File: src/hdl/conv_ctrl_defines.svh
// Constants for the converter pin-mode and conversion control block
// Function
// - HW serial: data pins 13,14,15 give oversample bits
// - SW parallel pins take writes; HW read-only
// - SW parallel: select plus write takes 16 lines
// - SW byte: select plus write takes 8 lines
// - HW mode latches burst enable at reset release
// - Serial accesses timed on serial clock rise
// - Select plus read drives 16 or 8 lines; none while write strobe is also low
// - Select rising edge floats all data lines
// - Select falling edge starts new output frame
// - Serial framing is SPI mode 00
// - HW, sequencer off: channel pins pick pair; with burst on they give last pair
// - HW, sequencer on: channel pins give last pair
// - Busy rises after start, falls when latched
// - Start edges ignored while busy
// - Burst: one start runs whole sequence
// - Normal/sequencer: one start converts one pair
// - Mode pins at reset pick software or hardware
// - Reset low over 1.2 us means shutdown
// - Wake-up: 240 us to write, 15 ms to convert
// - Byte-select level at reset picks byte or serial
`ifndef CONV_CTRL_DEFINES_SVH
`define CONV_CTRL_DEFINES_SVH
`define CLK_PERIOD_NS   10
`define SHUTDOWN_NS     1200
`define SHUTDOWN_CYC    ((`SHUTDOWN_NS + `CLK_PERIOD_NS - 1) / `CLK_PERIOD_NS)
`define WR_WAKE_US      240
`define WR_WAKE_CYC     (`WR_WAKE_US * 1000 / `CLK_PERIOD_NS)
`define CONV_WAKE_MS    15
`define CONV_WAKE_CYC   (`CONV_WAKE_MS * 1000000 / `CLK_PERIOD_NS)
`define SW_MODE_CODE    2'h0
`define OS_B0_POS       13
`define OS_B1_POS       14
`define OS_B2_POS       15
`define BYTESEL_POS     9
`define SDI_POS         10
`define SDOB_POS        11
`define SDOA_POS        12
`define WORD_BITS       16
`endif

File: src/hdl/conv_ctrl_pkg.sv
// Types for the converter pin-mode and conversion control block
package conv_ctrl_pkg;
    typedef enum logic [1:0] {IF_PARALLEL, IF_BYTE, IF_SERIAL} iface_e;
    typedef enum logic [1:0] {CV_IDLE, CV_RUN, CV_DONE} conv_state_e;
endpackage

File: src/hdl/serial_link_if.sv
// Signals between the control core and the serial shifter
`timescale 1ns/1ps
interface serial_link_if;
    logic        frame_start;
    logic        sclk_rise;
    logic        sclk_fall;
    logic        sdi;
    logic [15:0] load_a;
    logic [15:0] load_b;
    logic        sdo_a;
    logic        sdo_b;
    logic [15:0] rx_word;
    logic        rx_valid;
    modport core (output frame_start, sclk_rise, sclk_fall, sdi, load_a,
                  load_b, input sdo_a, sdo_b, rx_word, rx_valid);
    modport shifter (input frame_start, sclk_rise, sclk_fall, sdi, load_a,
                     load_b, output sdo_a, sdo_b, rx_word, rx_valid);
endinterface

File: src/hdl/conv_ctrl.sv
// Pin-mode capture, host data bus and conversion control
`timescale 1ns/1ps
`include "conv_ctrl_defines.svh"
module conv_ctrl import conv_ctrl_pkg::*; #(
    parameter int unsigned WR_WAKE_CYC   = `WR_WAKE_CYC,
    parameter int unsigned CONV_WAKE_CYC = `CONV_WAKE_CYC,
    parameter int unsigned CONV_CYC      = 100
) (
    // Clock and reset
    input  wire logic        sys_clk,
    input  wire logic        rst,
    // Device reset pin, active low
    input  wire logic        reset_pin_n,
    // Mode strap pins
    input  wire logic [1:0]  range_and_ctrl_mode_pins,
    input  wire logic        interface_select_pin,
    input  wire logic        sequencer_enable_pin,
    // Conversion control pins
    input  wire logic [2:0]  channel_pair_select,
    input  wire logic        conversion_start,
    output logic             busy,
    // Bus strobes
    input  wire logic        cs_n,
    input  wire logic        rd_sclk_n,
    input  wire logic        wr_burst_n,
    // Data bus pins
    input  wire logic [15:0] data_bus_lines_in,
    output logic      [15:0] data_bus_lines_out,
    output logic      [15:0] data_bus_lines_oe,
    // Results from the converter core
    input  wire logic [15:0] result_a,
    input  wire logic [15:0] result_b,
    // Control towards the converter core
    output logic             convert_go,
    output logic      [2:0]  convert_pair,
    output logic      [2:0]  oversample_ratio,
    output logic             shutdown,
    // Captured configuration and programming words
    output logic             sw_mode,
    output iface_e           iface_mode,
    output logic             burst_en,
    output logic             seq_en,
    output logic             write_ready,
    output logic             conv_ready,
    output logic      [15:0] prog_word,
    output logic             prog_valid
);
    localparam int W_SYNC = 28;

    logic [W_SYNC-1:0] sync_q;
    logic        rpin;
    logic [1:0]  mode_q;
    logic        ifsel_q;
    logic        seq_q;
    logic [2:0]  chsel_q;
    logic        cvst_q;
    logic        cs_q;
    logic        rd_q;
    logic        wr_q;
    logic [15:0] db_q;
    logic        cs_prev;
    logic        rd_prev;
    logic        cvst_prev;
    logic        wr_act_prev;
    logic [7:0]  low_cnt;
    logic        cfg_pending;
    logic [20:0] wake_cnt;
    logic [15:0] res_a;
    logic [15:0] res_b;
    logic        rd_word;
    logic        rd_byte;
    logic        wr_byte;
    logic [7:0]  wr_high;
    logic [15:0] conv_cnt;
    logic [2:0]  seq_pos;
    logic [2:0]  last_pair;
    conv_state_e cstate;
    logic        cs_fall;
    logic        cs_rise;
    logic        rd_act;
    logic        wr_act;
    logic        start_edge;
    logic        conv_end;
    logic [15:0] rd_sel;
    logic [15:0] conv_len;

    serial_link_if lnk ();

    pin_sync #(.W(W_SYNC)) u_sync (
        .sys_clk (sys_clk),
        .rst     (rst),
        .pin_in  ({reset_pin_n, range_and_ctrl_mode_pins,
                   interface_select_pin, sequencer_enable_pin,
                   channel_pair_select, conversion_start, cs_n,
                   rd_sclk_n, wr_burst_n, data_bus_lines_in}),
        .pin_out (sync_q)
    );

    serial_shifter u_shift (
        .sys_clk (sys_clk),
        .rst     (rst),
        .lnk     (lnk)
    );

    assign {rpin, mode_q, ifsel_q, seq_q, chsel_q, cvst_q, cs_q, rd_q, wr_q,
            db_q} = sync_q;

    assign cs_fall    = cs_prev & ~cs_q;
    assign cs_rise    = ~cs_prev & cs_q;
    assign rd_act     = ~cs_q & ~rd_q;
    assign wr_act     = ~cs_q & ~wr_q;
    assign start_edge = cvst_q & ~cvst_prev;
    assign conv_len   = 16'(CONV_CYC) << oversample_ratio;
    assign conv_end   = (cstate == CV_RUN) && (conv_cnt == conv_len);
    assign rd_sel     = rd_word ? res_b : res_a;

    // Serial link hookup
    assign lnk.frame_start = cs_fall;
    assign lnk.sclk_rise   = ~cs_q & rd_q & ~rd_prev;
    assign lnk.sclk_fall   = ~cs_q & ~rd_q & rd_prev;
    assign lnk.sdi         = db_q[`SDI_POS];
    assign lnk.load_a      = res_a;
    assign lnk.load_b      = res_b;

    // Edge history
    always_ff @(posedge sys_clk or posedge rst) begin
        if (rst) begin
            cs_prev     <= 1'b0;
            rd_prev     <= 1'b0;
            cvst_prev   <= 1'b0;
            wr_act_prev <= 1'b0;
        end else begin
            cs_prev     <= cs_q;
            rd_prev     <= rd_q;
            cvst_prev   <= cvst_q;
            wr_act_prev <= wr_act;
        end
    end

    // Shutdown detect on long reset-pin low
    always_ff @(posedge sys_clk or posedge rst) begin
        if (rst) begin
            low_cnt  <= 8'h00;
            shutdown <= 1'b0;
        end else if (rpin) begin
            low_cnt  <= 8'h00;
            shutdown <= 1'b0;
        end else if (low_cnt < 8'(`SHUTDOWN_CYC)) begin
            low_cnt <= low_cnt + 8'h01;
        end else begin
            shutdown <= 1'b1;
        end
    end

    // Strap capture at release of full reset
    always_ff @(posedge sys_clk or posedge rst) begin
        if (rst) begin
            cfg_pending      <= 1'b1;
            sw_mode          <= 1'b1;
            iface_mode       <= IF_PARALLEL;
            burst_en         <= 1'b0;
            seq_en           <= 1'b0;
            oversample_ratio <= 3'h0;
        end else if (shutdown) begin
            cfg_pending      <= 1'b1;
            sw_mode          <= 1'b1;
            iface_mode       <= IF_PARALLEL;
            burst_en         <= 1'b0;
            seq_en           <= 1'b0;
            oversample_ratio <= 3'h0;
        end else if (cfg_pending && rpin) begin
            cfg_pending <= 1'b0;
            sw_mode     <= (mode_q == `SW_MODE_CODE);
            if (!ifsel_q) begin
                iface_mode <= IF_PARALLEL;
            end else if (db_q[`BYTESEL_POS]) begin
                iface_mode <= IF_BYTE;
            end else begin
                iface_mode <= IF_SERIAL;
            end
            burst_en <= (mode_q != `SW_MODE_CODE) & wr_q;
            seq_en   <= (mode_q != `SW_MODE_CODE) & seq_q;
            if (mode_q != `SW_MODE_CODE && ifsel_q && !db_q[`BYTESEL_POS])
            begin
                oversample_ratio <= {db_q[`OS_B2_POS], db_q[`OS_B1_POS],
                                     db_q[`OS_B0_POS]};
            end else begin
                oversample_ratio <= 3'h0;
            end
        end
    end

    // Wake-up timers after leaving reset
    always_ff @(posedge sys_clk or posedge rst) begin
        if (rst) begin
            wake_cnt    <= 21'h000000;
            write_ready <= 1'b0;
            conv_ready  <= 1'b0;
        end else if (cfg_pending || !rpin) begin
            wake_cnt    <= 21'h000000;
            write_ready <= 1'b0;
            conv_ready  <= 1'b0;
        end else begin
            if (!conv_ready) begin
                wake_cnt <= wake_cnt + 21'h000001;
            end
            if (wake_cnt == 21'(WR_WAKE_CYC)) begin
                write_ready <= 1'b1;
            end
            if (wake_cnt == 21'(CONV_WAKE_CYC)) begin
                conv_ready <= 1'b1;
            end
        end
    end

    // Programming writes, software mode only
    always_ff @(posedge sys_clk or posedge rst) begin
        if (rst) begin
            prog_word  <= 16'h0000;
            prog_valid <= 1'b0;
            wr_byte    <= 1'b0;
            wr_high    <= 8'h00;
        end else begin
            prog_valid <= 1'b0;
            if (cs_fall) begin
                wr_byte <= 1'b0;
            end
            if (!sw_mode || !write_ready) begin
                wr_byte <= 1'b0;
            end else if (iface_mode == IF_SERIAL) begin
                if (lnk.rx_valid) begin
                    prog_word  <= lnk.rx_word;
                    prog_valid <= 1'b1;
                end
            end else if (wr_act && !wr_act_prev) begin
                if (iface_mode == IF_PARALLEL) begin
                    prog_word  <= db_q;
                    prog_valid <= 1'b1;
                end else if (!wr_byte) begin
                    wr_high <= db_q[7:0];
                    wr_byte <= 1'b1;
                end else begin
                    prog_word  <= {wr_high, db_q[7:0]};
                    prog_valid <= 1'b1;
                    wr_byte    <= 1'b0;
                end
            end
        end
    end

    // Read pointer: word A then B, high byte first
    always_ff @(posedge sys_clk or posedge rst) begin
        if (rst) begin
            rd_word <= 1'b0;
            rd_byte <= 1'b0;
        end else if (cs_fall) begin
            rd_word <= 1'b0;
            rd_byte <= 1'b0;
        end else if (iface_mode != IF_SERIAL && !cs_q && rd_q && !rd_prev)
        begin
            if (iface_mode == IF_PARALLEL || rd_byte) begin
                rd_word <= ~rd_word;
                rd_byte <= 1'b0;
            end else begin
                rd_byte <= 1'b1;
            end
        end
    end

    // Data bus drive
    always_ff @(posedge sys_clk or posedge rst) begin
        if (rst) begin
            data_bus_lines_out <= 16'h0000;
            data_bus_lines_oe  <= 16'h0000;
        end else if (cs_q || cs_rise) begin
            data_bus_lines_out <= 16'h0000;
            data_bus_lines_oe  <= 16'h0000;
        end else if (iface_mode == IF_SERIAL) begin
            data_bus_lines_out <= 16'h0000;
            data_bus_lines_out[`SDOA_POS] <= lnk.sdo_a;
            data_bus_lines_out[`SDOB_POS] <= lnk.sdo_b;
            data_bus_lines_oe  <= 16'h0000;
            data_bus_lines_oe[`SDOA_POS]  <= 1'b1;
            data_bus_lines_oe[`SDOB_POS]  <= 1'b1;
        end else if (rd_act && !wr_act) begin
            if (iface_mode == IF_PARALLEL) begin
                data_bus_lines_out <= rd_sel;
                data_bus_lines_oe  <= 16'hffff;
            end else begin
                data_bus_lines_out <= {8'h00,
                                       rd_byte ? rd_sel[7:0] : rd_sel[15:8]};
                data_bus_lines_oe  <= 16'h00ff;
            end
        end else begin
            data_bus_lines_out <= 16'h0000;
            data_bus_lines_oe  <= 16'h0000;
        end
    end

    // Conversion sequencing
    always_ff @(posedge sys_clk or posedge rst) begin
        if (rst) begin
            cstate       <= CV_IDLE;
            busy         <= 1'b0;
            conv_cnt     <= 16'h0000;
            convert_go   <= 1'b0;
            convert_pair <= 3'h0;
            seq_pos      <= 3'h0;
            last_pair    <= 3'h0;
            res_a        <= 16'h0000;
            res_b        <= 16'h0000;
        end else if (shutdown || cfg_pending) begin
            cstate     <= CV_IDLE;
            busy       <= 1'b0;
            convert_go <= 1'b0;
            seq_pos    <= 3'h0;
        end else begin
            convert_go <= 1'b0;
            case (cstate)
                CV_IDLE: begin
                    if (start_edge && conv_ready) begin
                        busy       <= 1'b1;
                        convert_go <= 1'b1;
                        conv_cnt   <= 16'h0001;
                        last_pair  <= chsel_q;
                        cstate     <= CV_RUN;
                        if (sw_mode) begin
                            convert_pair <= 3'h0;
                        end else if (burst_en) begin
                            convert_pair <= 3'h0;
                        end else if (seq_en) begin
                            convert_pair <= seq_pos;
                        end else begin
                            convert_pair <= chsel_q;
                        end
                    end
                end
                CV_RUN: begin
                    conv_cnt <= conv_cnt + 16'h0001;
                    if (conv_end) begin
                        res_a  <= result_a;
                        res_b  <= result_b;
                        cstate <= CV_DONE;
                    end
                end
                CV_DONE: begin
                    if (!sw_mode && burst_en && convert_pair != last_pair)
                    begin
                        convert_pair <= convert_pair + 3'h1;
                        convert_go   <= 1'b1;
                        conv_cnt     <= 16'h0001;
                        cstate       <= CV_RUN;
                    end else begin
                        busy   <= 1'b0;
                        cstate <= CV_IDLE;
                        if (!sw_mode && seq_en && !burst_en) begin
                            seq_pos <= (seq_pos == last_pair) ? 3'h0 :
                                       seq_pos + 3'h1;
                        end
                    end
                end
                default: begin
                    cstate <= CV_IDLE;
                    busy   <= 1'b0;
                end
            endcase
        end
    end
endmodule

File: src/hdl/pin_sync.sv
// Two-stage synchroniser for pin inputs
`timescale 1ns/1ps
module pin_sync #(
    parameter int W = 1
) (
    // Clock and reset
    input  wire logic         sys_clk,
    input  wire logic         rst,
    // Pins in, synchronised out
    input  wire logic [W-1:0] pin_in,
    output logic      [W-1:0] pin_out
);
    logic [W-1:0] stage1;

    always_ff @(posedge sys_clk or posedge rst) begin
        if (rst) begin
            stage1  <= '0;
            pin_out <= '0;
        end else begin
            stage1  <= pin_in;
            pin_out <= stage1;
        end
    end
endmodule

File: src/hdl/serial_shifter.sv
// SPI mode 00 shifter for the serial interface
`timescale 1ns/1ps
module serial_shifter (
    // Clock and reset
    input  wire logic    sys_clk,
    input  wire logic    rst,
    // Link to core
    serial_link_if.shifter lnk
);
    logic [15:0] sh_a;
    logic [15:0] sh_b;
    logic [15:0] rx;
    logic [3:0]  bit_cnt;

    assign lnk.sdo_a   = sh_a[15];
    assign lnk.sdo_b   = sh_b[15];
    assign lnk.rx_word = rx;

    // Output words: load at frame start, shift on falling edge
    always_ff @(posedge sys_clk or posedge rst) begin
        if (rst) begin
            sh_a <= 16'h0000;
            sh_b <= 16'h0000;
        end else if (lnk.frame_start) begin
            sh_a <= lnk.load_a;
            sh_b <= lnk.load_b;
        end else if (lnk.sclk_fall) begin
            sh_a <= {sh_a[14:0], 1'b0};
            sh_b <= {sh_b[14:0], 1'b0};
        end
    end

    // Input word: sample on rising edge
    always_ff @(posedge sys_clk or posedge rst) begin
        if (rst) begin
            rx           <= 16'h0000;
            bit_cnt      <= 4'h0;
            lnk.rx_valid <= 1'b0;
        end else begin
            lnk.rx_valid <= 1'b0;
            if (lnk.frame_start) begin
                bit_cnt <= 4'h0;
            end else if (lnk.sclk_rise) begin
                rx           <= {rx[14:0], lnk.sdi};
                bit_cnt      <= bit_cnt + 4'h1;
                lnk.rx_valid <= (bit_cnt == 4'hf);
            end
        end
    end
endmodule

File: config.mk
export PLATFORM = sky130hd
export DESIGN_NAME = conv_ctrl
export DESIGN_NICKNAME = d
export VERILOG_FILES = /design/src/hdl/conv_ctrl_pkg.sv /design/src/hdl/serial_link_if.sv /design/src/hdl/conv_ctrl.sv /design/src/hdl/pin_sync.sv /design/src/hdl/serial_shifter.sv
export VERILOG_INCLUDE_DIRS = /design/src /design/src/hdl
export SDC_FILE = /design/constraint.sdc
export NUM_CORES = 1
export LEC_CHECK = 0
export BUFFER_PORTS_ARGS = -buffer_cell sky130_fd_sc_hd__buf_2
export CORE_MARGIN = 1
export CORE_UTILIZATION = 63
export CTS_CLUSTER_DIAMETER = 60
export DETAILED_ROUTE_END_ITERATION = 8
export PLACE_DENSITY = 0.85
export SLEW_MARGIN = 20
export SYNTH_ARGS = -nofsm -noshare
export SYNTH_HDL_FRONTEND = slang
export SYNTH_SLANG_ARGS = --single-unit
File: constraint.sdc
create_clock -name sys_clk -period 13 [get_ports sys_clk]
set_clock_uncertainty 0.2 [all_clocks]
set_input_delay 1.95 -clock sys_clk [delete_from_list [all_inputs] [get_ports sys_clk]]
set_output_delay 1.95 -clock sys_clk [all_outputs]
set_load 0.05 [all_outputs]
**Yosys cells after proc, flatten, opt, wreduce, memory -nomap -nowiden**

Cells that the tools add are included.

- Input bits: 62
- Memory bits (writable): 0
- Bits in latches: 0
- Memory bits (read-only): 0
- Memories kept: 0
- Output and inout bits: 65
- Word-level logic and storage cells: 240
- Register bits: 275

- Div/mod/pow operators: 0
- Magnitude comparators: 1
- Muxes and demuxes: 93
- Bitwise logic cells: 23
- Shifts and indexed selects: 1
- Multipliers: 0
- Equality and inequality tests: 20
- Add/sub/neg operators: 6
- Reductions and logical operators: 57

Operators with widths:

| operator | count |
|---|---|
| $mux W16 | 20 |
| $pmux W16 S3 | 1 |
| $mux W21 | 2 |
| $mux W1 | 41 |
| $mux W3 | 13 |
| $reduce_bool A2 Y1 | 13 |
| $mux W8 | 3 |
| $add A21 B1 Y21 const B | 1 |
| $eq A21 B15 Y1 const B | 1 |
| $eq A21 B21 Y1 const B | 1 |
| $add A16 B1 Y16 const B | 1 |
| $eq A16 B16 Y1 | 1 |
| $shl A7 B3 Y16 const A | 1 |
| $logic_and A1 B1 Y1 | 14 |
| $mux W2 | 7 |
| $not A1 Y1 | 13 |
| $reduce_and A3 Y1 | 4 |
| $reduce_and A4 Y1 | 3 |
| $and A1 B1 Y1 | 10 |
| $logic_not A1 Y1 | 9 |
| $add A8 B1 Y8 const B | 1 |
| $lt A8 B7 Y1 const B | 1 |
| $mux W4 | 2 |
| $ne A2 B1 Y1 const B | 4 |
| other kinds (19) | 34 |

**Logic depth before layout (Yosys ltp)**

Gate-level depths: netlist (run 1).

- Word-level depth: 7
- Depth in mapped cells: 9
- Mapped depth without buffers: 7

**Hierarchy**

From an unflattened synthesis (run 1), not the netlist that was laid out.

- Cell total of the unflattened synthesis: 946
- Area total of the unflattened synthesis: 11279.6 um2

Modules (own cells, without submodules):

| module | instances | seq. area each (um2) | area an instance (um2) | cells each |
|---|---|---|---|---|
| conv_ctrl | 1 | 3831.2 | 7543.5 | 695 |
| serial_shifter | 1 | 1326.3 | 2331.0 | 194 |
| pin_sync | 1 | 1401.3 | 1405.1 | 57 |

**Least setup slack after synthesis (run 1)**

Ideal clock, no wire load.

- Path kind: register to register
- Start: register oversample_ratio[1]
- End: register res_a[0], in the netlist lnk.load_a[0]
- Setup slack: 9836 ps
- Setup time: 127 ps
- Cell stages (with the launch flop): 10
- Data required time: 12673 ps
- Clock period less this slack: 3164 ps
- Data arrival time: 2837 ps
- Path through: dfrtp_1 -> clkbuf_1 -> inv_1 -> ha_1 -> nor2b_1 -> a2111oi_2 -> a22oi_1 -> nor4_4 -> buf_6 -> mux2_1

- Cells in the longest elaborated chain, start to end: 4

Ends and longest elaborated chain:

| item | RTL line | source |
|---|---|---|
| start: declaration | conv_ctrl.sv:36 | `output logic [2:0] oversample_ratio,` |
| start signal: assignment | conv_ctrl.sv:185 | `` oversample_ratio <= {db_q[`OS_B2_POS], db_q[`OS_B1_POS], `` |
| $shl A7 B3 Y16 | conv_ctrl.sv:113 | `assign conv_len = 16'(CONV_CYC) << oversample_ratio;` |
| $eq A16 B16 Y1 | conv_ctrl.sv:114 | `assign conv_end = (cstate == CV_RUN) && (conv_cnt == conv_len);` |
| $logic_and A1 B1 Y1 | conv_ctrl.sv:114 |  |
| $reduce_and A3 Y1 (no line) | n/a |  |
| end signal: assignment | conv_ctrl.sv:341 | `res_a <= result_a;` |
| end: declaration | conv_ctrl.sv:68 | `logic [15:0] res_a;` |

Every way passes these cells.
A chain may end at the register's enable or synchronous reset.

**Final worst setup path (run 1)**

- Start: register iface_mode[0]
- End: output iface_mode[0]

RTL lines:

| item | RTL line | source |
|---|---|---|
| start: declaration | conv_ctrl.sv:40 | `output iface_e iface_mode,` |
| start signal: assignment | conv_ctrl.sv:160 | `iface_mode <= IF_PARALLEL;` |
| start signal: assignment | conv_ctrl.sv:167 | `iface_mode <= IF_PARALLEL;` |
| start signal: assignment | conv_ctrl.sv:175 | `iface_mode <= IF_PARALLEL;` |

No word-level cell between the ends.

==> results.cfg, run 1 <==
[setup_path]
cp.arrival_ns = 1.80
slowest_delay_ns = 0.87
cp-end-kind = primary output
criticalPathCategory = reg -> out
cp_data_required_time_ns = 10.85
worstPathCellList = buf_2
path_max_fanout = 25
critical_path.top_delay_family = flip-flops
cp_slowest_cell = dfrtp_1
timing.critical_path.buf_inv = 1
start_kind = register

[grt]
grt_pass1_vias = 7817
overflow = 0
grt_start_max_net_pins = 99
grt_use_total = 0.278
antenna_found_initial = 0
grt_pass1_wl_um = 39600

[yosys]
ys_top_cells_by_area = dfrtp_1 59%, mux2i_1 5.5%, mux2_1 3.2%
ys_ff_latch = 262
synth_top_area_share = 0.585
ys_async_sr_fraction = 1.00
synth_edf_count = 0
synth_top_area_cell = dfrtp_1
synth_fa_ha_area_frac = 0.0135
syn_inst = 943
synth-simple-area-share = 0.125
synth_top_family_by_area = multiplexers
synth-main-ff-cell = dfrtp_1
synthXorXnorAreaFrac = 0.0299
synth_compound_area_frac = 0.0769
synth_nets = 1017
yosysWarnings = 0
synth_cell_types = 67
muxShareOfSynthArea = 0.132
yosysSeqAreaShare = 0.590
syn_avg_cell_area_um2 = 11.8
netlist_area_mm2 = 0.0111

[job]
maxCapViolations = 0

[sta]
finalCritPeriodShare = 0.304
report.final.setup_viol = 0
worst_slew_pin_slew_ns = 0.949
rsz0062_at_grt = no
slew_violations = 0
hold_viol = 0
timing.setup.tns_ns = 0
slew_headroom = 0.362
fmax_ghz = 0.253
timing.final.crit_period_ns = 3.95

[cells_and_area]
design_area_mm2 = 0.0127
n_fill_cell = 1055
finalNetCount = 1126
drive_gt1_frac = 0.209
multi_input_area_mm2 = 0.00422
top_regs = u_sync.pin_out: 28 flops, u_sync.stage1: 28 flops, wake_cnt: 21 flops
final_cell_count_no_fill = 1296
area_growth_pct = 14.2
antenna_cells = 0
ff_latch_area_mm2 = 0.00656

[clock_tree]
cts_root_buf = clkbuf_16
clock_path_buffers = 3
cts_resized = 0
cts_buffers = 27
ctsHtreeMaxLevel = 1
insertion_delay_ns = 0.53
postCtsHoldBufs = 0
clock_sinks = 262
clk_pin_slew_worst_paths_ns = 0.06
post_cts_buffers = 0
cts_tree = done

[die]
row_count = 48
fp.dieH_um = 135
ioPinCount = 127
die_area_mm2 = 0.0182
start_util = 0.645
core-area_mm2 = 0.0172
die_x_um = 135

[routing]
met2_length_um = 12100
vias = 7679
dr_wl_met3_um = 1240
avgViaCountPerCell = 5.93
wl_per_cell_um = 18.6
drc = 0
wl_met1_um = 10200
routed_wl_um = 24100
postRouteAntennaNets = 0
routed.top_layer = met4
dr.pass1.iters = 4
drt_iter0_markers = 593

[power]
peakVddDrop_mv = 0.124
p_per_area_mw_per_mm2 = 131
finalPower_mw = 1.67
power.static_leakage_nw = 6.12

[status]
outcome = finished, final reports clean

[place]
placed_cells = 1248
place_hpwl_um = 15700
gp_congestion = 0.866
placed_cell_area_mm2 = 0.0118
port_buffers = 126

[worst_hold_path]
hold_class = reg -> reg
## final cells by class
cell class / count / share of cell area
Clock buffer: 42 / 0.0632
Clock inverter: 6 / 0.00552
Inverter: 24 / 0.00769
Multi-Input combinational cell: 606 / 0.332
Sequential cell: 262 / 0.517
Tap cell: 225 / 0.0222
Timing Repair Buffer: 131 / 0.0529
## per-layer routing
metal | vias up | track usage
met4 | 0 | 0.0930
met5 | - | 0
li1 | 3501 | -
met2 | 246 | 0.465
met3 | 52 | 0.0413
met1 | 3880 | 0.378
## Yosys cell counts (all sizes together), types with 3 or more instances
library cell	number
mux2i	61
and3	4
nand2	81
xnor2	14
a22o	4
inv	24
nand3b	5
nor3	10
nor4	3
dfrtp	260
buf	30
mux2	60
nor3b	5
xor2	24
clkbuf	21
nand4	14
o2111ai	3
nor2b	8
o21ai	72
nand3	22
or3	9
or2	4
nor4b	3
nand4b	3
a22oi	3
and2	12
a211oi	4
ha	12
a21oi	34
or4	4
nand2b	7
nor2	84
mux4	8
## final timing paths
path,from,slack (ns),cells past startpoint,end
max,iface_mode[0],9.05,1,iface_mode[0]
min,u_sync.stage1[19],0.15,0,u_sync.pin_out[19]
max reg2reg,oversample_ratio[1],9.81,8,lnk.load_b[6]
min reg2reg,u_sync.stage1[19],0.15,0,u_sync.pin_out[19]
max in group asynchronous,rst,9.20,4,u_shift.bit_cnt[1]
min in group asynchronous,rst,1.30,2,wake_cnt[16]
## layout by cell type, fill, tap and decap left out, types with 4 or more instances in the layout
master / n
mux2_1: 32
mux2_2: 28
ha_1: 12
clkbuf_16: 27
nand2_1: 81
a211oi_1: 4
nor2b_1: 7
nand3_1: 22
nor3b_1: 4
mux4_2: 8
dfrtp_1: 260
nor2_1: 83
inv_1: 22
a21oi_1: 34
nand4_1: 14
or4_1: 4
o21ai_0: 70
xnor2_1: 14
and2_1: 11
mux2i_1: 61
clkbuf_8: 7
nand3b_1: 5
or3_1: 9
xor2_1: 24
buf_2: 126
nor3_1: 9
clkbuf_1: 8
and3_1: 4
buf_4: 4
a22o_1: 4
nand2b_1: 7
## cell families (layout without fill, tap and decap cells)
logic type | after synthesis | count (layout)
AND/OR/NAND/NOR | 283 | 283
flip-flops | 262 | 262
AO/OA/AOI/OAI | 144 | 144
multiplexers | 129 | 129
buffers and inverters | 75 | 203
XOR/XNOR | 38 | 38
adder cells (fa/ha/maj) | 12 | 12
## stage by stage
step | worst slack, ns | utilization | hold WS [ns]
global placement | 8.23 | 0.685 | 0.132
floorplan | 3.64 | - | 0.131
finish | 9.05 | 0.737 | 0.147
detailed placement | 8.21 | 0.685 | 0.135
CTS | 8.75 | 0.736 | 0.146
global route | 8.76 | 0.737 | 0.150
## power breakdown
| group | total, mW | switching, mW | internal (mW) |
|---|---|---|---|
| combinational | 0.0643 | 0.0403 | 0.0240 |
| sequential | 0.851 | 0.0174 | 0.834 |
| clock | 0.750 | 0.307 | 0.443 |
| total | 1.67 | 0.365 | 1.30 |
Power figures use the tool's default switching activity.
==> run 2: changes to the inputs <==
CORE_UTILIZATION = 53   (was 63)
PLACE_DENSITY = 0.76   (was 0.85)
clock period = 3.3 ns   (was 13 ns; I/O delays follow)
==> run 2 against run 1 <==
  * Highest routed layer unchanged
  * First-iteration DRC count is 31% lower
  * Sequential power increased to 3.9 times the previous value
  * Global-route usage decreased by 5.5 points
  * Final cell count grew 8.6%
  * Worst setup slack worse by 8.8 ns
  * Combinational power increased to 5.0 times the previous value
  * Critical endpoint is now lnk.load_b[13]
  * Flip-flop and latch count stayed put
==> results.cfg, run 2 (synthesis results as in run 1) <==
[status]
outcome = finished, final reports clean

[sta]
slew_violations = 0
worst_slew_pin_slew_ns = 0.805
hold_ws_ns = 0.0197
timing.final.crit_period_ns = 3.08
layout_setup_ws_ns = 0.215
finalCritPeriodShare = 0.935
fmax_ghz = 0.324
hold_viol = 0
timing.setup.tns_ns = 0
slew_headroom = 0.457
report.final.setup_viol = 0
rsz0062_at_grt = no

[cells_and_area]
drive_gt1_frac = 0.208
finalNetCount = 1194
antenna_cells = 0
final_cell_mix = 260 x dfrtp_1, 126 x buf_2, 83 x nor2_1
top_regs = u_sync.pin_out: 28 flops, u_sync.stage1: 28 flops, wake_cnt: 21 flops
n_fill_cell = 1503
final_core_util = 0.660
area_growth_pct = 21.2
final_common_cell = dfrtp_1

[routing]
drc = 0
dr_wl_met3_um = 989
wl_met1_um = 10600
avgViaCountPerCell = 5.42
wl_per_cell_um = 16.6
dr.pass1.iters = 5
drt_iter0_markers = 411
routed_wl_um = 23400
routed.top_layer = met4
met2_length_um = 11200
postRouteAntennaNets = 0
vias = 7629

[setup_path]
regToRegSetupSlack_ns = 0.22
path_max_fanout = 32
cp-end-kind = register
worstReg2RegStart = oversample_ratio[1]
criticalPathCategory = reg -> reg
cp.arrival_ns = 3.29
reg2reg_depth = 7
cp_data_required_time_ns = 3.50
start_kind = register
rr_endpoint = lnk.load_b[13]

[die]
start_util = 0.544
die_area_mm2 = 0.0216
core-area_mm2 = 0.0204
ioPinCount = 127
row_count = 52
fp.dieH_um = 147
die_x_um = 147

[worst_hold_path]
hold_path_end = lnk.load_a[15]
whs_path_depth = 2
hold_class = in -> reg
hp-start = result_a[15]

[clock_tree]
cts_root_buf = clkbuf_16
clk_pin_slew_worst_paths_ns = 0.06
clock_path_buffers = 3
ctsHtreeMaxLevel = 1
clock_sinks = 262
insertion_delay_ns = 0.54
cts_tree = done
cts_resized = 0
cts_buffers = 27

[power]
p_per_area_mw_per_mm2 = 497
finalPower_mw = 6.70
peakVddDrop_mv = 0.497
power.static_leakage_nw = 6.43

[grt]
overflow = 0
antenna_found_initial = 0
grt_use_total = 0.223
grt_start_max_net_pins = 103
grt_pass1_wl_um = 38800
grt_pass1_vias = 7694

[place]
gp_congestion = 0.879
place_hpwl_um = 15100
pre_cts_slack_ns = 0.296
port_buffers = 126

[job]
maxCapViolations = 0
run 2: per-stage QoR:
step,instance area (um2),instances
floorplan,11100,943
global placement,12000,1303
detailed placement,12000,1303
CTS,13500,1407
global route,13500,1407
finish,13500,1407
run 2: cell type report:
cell class                 instances  area [um2]  area share
tap                              270         338      0.0251
inverter                          24        93.8     0.00696
clock buffer                      36         769      0.0571
clock inverter                    10         125     0.00929
sequential                       262        6560       0.487
multi-input combinational        606        4220       0.313
timing repair buffer             199        1370       0.102
run 2: worst max path at each step:
stage | endpoint | startpoint | slack (ns)
final | lnk.load_b[13] | oversample_ratio[1] | 0.22
after global placement | lnk.load_a[10] | oversample_ratio[1] | 0.49
after detailed placement | lnk.load_b[5] | oversample_ratio[1] | 0.30
after CTS | lnk.load_b[13] | oversample_ratio[1] | 0.26
after floorplan | burst_en | rst | -0.85
after global routing | lnk.load_b[13] | oversample_ratio[1] | 0.04
run 2: layer usage:
layer  track usage  up-vias
met3        0.0311       36
met5             0        -
li1              -     3629
met2         0.365      188
met1         0.313     3776
met4        0.0667        0
run 2: timing repair:
| item | 4_1_cts | 5_1_grt |
|---|---|---|
| buffers inserted | 0 | 0 |
| hold buffers | 58 | 0 |
| hold endpoints to repair | 73 | 0 |
run 2: where the power goes:
group          total (mW)  switching [mW]  leakage (nW)  internal (mW)
registers            3.35          0.0634          3.50           3.28
clock network        3.03            1.23         0.442           1.80
logic               0.321           0.174          2.49          0.147
run 2: worst max-delay path: stages (launching register included):
cell	delay [ns]
dfrtp_1	0.53
inv_1	0.15
ha_1	0.37
a222oi_1	0.41
o2111ai_1	0.26
nor4_4	0.40
buf_12	0.26
mux2_1	0.36
==> run 3: changes to the inputs <==
CORE_UTILIZATION = 30   (was 53)
PLACE_DENSITY = 0.48   (was 0.76)
RECOVER_POWER = 100   (was unset)
==> run 3 against run 2 <==
  * The flow now finishes with violations (max-capacitance violations, max-slew violations)
  * First-iteration DRC count decreased by 16%
  * Fmax increased by 1.9%
  * Worst hold slack improved by 0.13 ns
  * Via count decreased by 0.94%
  * Count of clock-buffer cells in the layout increased by 9
  * Largest power group is now clock
==> results.cfg, run 3 (synthesis results as in run 1) <==
[power]
p_per_area_mw_per_mm2 = 530
power.static_leakage_nw = 6.24
finalPower_mw = 7.35
peakVddDrop_mv = 0.361

[clock_tree]
post_cts_buffers = 0
ctsHtreeMaxLevel = 1
cts_root_buf = clkbuf_16
cts_buffers = 31
clock_path_buffers = 3
postCtsHoldBufs = 61
clk_pin_slew_worst_paths_ns = 0.06
insertion_delay_ns = 0.57
cts_resized = 0
clock_sinks = 262
cts_tree = done

[setup_path]
cp_data_required_time_ns = 3.55
worstPathCellList = inv_1 > ha_1 > a222oi_1 > o2111ai_1 > nor4_4 > buf_12 > mux2_1
slowest_delay_ns = 0.55
start_kind = register
path_max_fanout = 32
regToRegSetupSlack_ns = 0.27
criticalPathCategory = reg -> reg
cp.arrival_ns = 3.28
cp-end-kind = register
cp_slowest_cell = dfrtp_1

[sta]
timing.final.crit_period_ns = 3.03
worst_slew_pin_slew_ns = 1.57
slew_violations = 18
finalCritPeriodShare = 0.917
rsz0062_at_grt = no
hold_viol = 0
slew_headroom = -0.0475
hold_ws_ns = 0.147
report.final.setup_viol = 0
fmax_ghz = 0.330

[cells_and_area]
n_fill_cell = 3565
finalNetCount = 1206
drive_gt1_frac = 0.148
final_common_cell = dfrtp_1
top_regs = u_sync.pin_out: 28 flops, u_sync.stage1: 28 flops, wake_cnt: 21 flops
area_growth_pct = 24.7
antenna_cells = 0
final_cell_mix = 260 x dfrtp_1, 83 x nor2_1, 81 x nand2_1, 81 x clkbuf_1, 71 x o21ai_0
final_cell_count_no_fill = 1624

[place]
placed_cells = 1506
place_hpwl_um = 16900
gp_congestion = 0.782
port_buffers = 126

[status]
outcome = finished, violations left
violations = max-capacitance violations, max-slew violations

[routing]
dr.pass1.iters = 4
routed_wl_um = 25300
vias = 7557
postRouteAntennaNets = 0
avgViaCountPerCell = 4.65
wl_per_cell_um = 15.6
drt_iter0_markers = 346
drc = 0

[die]
start_util = 0.304
fp.dieH_um = 195
die_x_um = 195
die_area_mm2 = 0.0378
ioPinCount = 127
row_count = 70
core-area_mm2 = 0.0365

[worst_hold_path]
hold_class = reg -> reg

[grt]
grt_start_max_net_pins = 64
grt_use_total = 0.137
antenna_found_initial = 0
overflow = 0
grt_pass1_wl_um = 41900
grt_pass1_vias = 7690

[job]
maxCapViolations = 1
==> run 3: cell types whose count changed in the layout (fill, tap and decap cells not counted), moves of 2 or more <==
| cell | before | now |
|---|---|---|
| clkbuf_1 | 3 | 81 |
| clkbuf_8 | 6 | 8 |
| clkinv_2 | 4 | 2 |
| and2_0 | 0 | 5 |
| dlygate4sd3_1 | 58 | 61 |
| buf_4 | 11 | 6 |
| clkbuf_16 | 27 | 31 |
| bufinv_16 | 2 | 5 |
| and2_1 | 11 | 7 |
| buf_2 | 126 | 56 |
| clkbuf_2 | 0 | 5 |
==> run 3: cell type report <==
class / count / area, um2 / area share
Clock inverter: 12 / 216 / 0.0156
Sequential cell: 262 / 6560 / 0.473
Timing Repair Buffer: 207 / 1310 / 0.0945
Tap cell: 468 / 586 / 0.0422
Multi-Input combinational cell: 606 / 4190 / 0.302
Inverter: 24 / 91.3 / 0.00659
Clock buffer: 45 / 908 / 0.0655
==> run 3: metrics by stage <==
stage | worst slack, ns | area [um2] | utilization | setup TNS (ns)
after detailed placement | 0.309 | 12300 | 0.337 | 0
after floorplan | -0.849 | 11100 | - | -220.72
after CTS | 0.294 | 14000 | 0.385 | 0
final | 0.273 | 13900 | 0.380 | 0
after global placement | 0.451 | 12300 | 0.337 | 0
after global routing | 0.112 | 13900 | 0.380 | 0
==> run 3: metal layers <==
metal | wire length [um] | global-route usage | up-vias | part of all wire
li1 | - | - | 3657 | -
met1 | 12300 | 0.199 | 3707 | 0.49
met2 | 11300 | 0.207 | 149 | 0.45
met3 | 956 | 0.0250 | 44 | 0.038
met4 | 720 | 0.0447 | 0 | 0.028
met5 | 0 | 0 | - | 0
==> run 3: worst max-delay path, delay by kind of cell (launching register included) <==
family / cells / cell delay, ns
adder cells (fa/ha/maj): 1 / 0.36
AND/OR/NAND/NOR: 1 / 0.38
AO/OA/AOI/OAI: 2 / 0.64
flip-flops: 1 / 0.55
buffers and inverters: 2 / 0.39
multiplexers: 1 / 0.35
==> run 3: where the power goes <==
group | internal, mW | leakage, nW | switching, mW
sequential | 3.29 | 3.50 | 0.0617
clock | 2.31 | 0.549 | 1.37
combinational | 0.144 | 2.19 | 0.178
total | 5.74 | 6.24 | 1.61
==> run 3: path summary, 6_finish.rpt <==
check / from / endpoint / depth (start not counted)
max in group asynchronous: rst / convert_pair[2] / 4
min reg2reg: u_sync.stage1[25] / u_sync.pin_out[25] / 0
min in group asynchronous: rst / low_cnt[4] / 3
max: oversample_ratio[1] / lnk.load_b[0] / 7
min: u_sync.stage1[25] / u_sync.pin_out[25] / 0
max reg2reg: oversample_ratio[1] / lnk.load_b[0] / 7
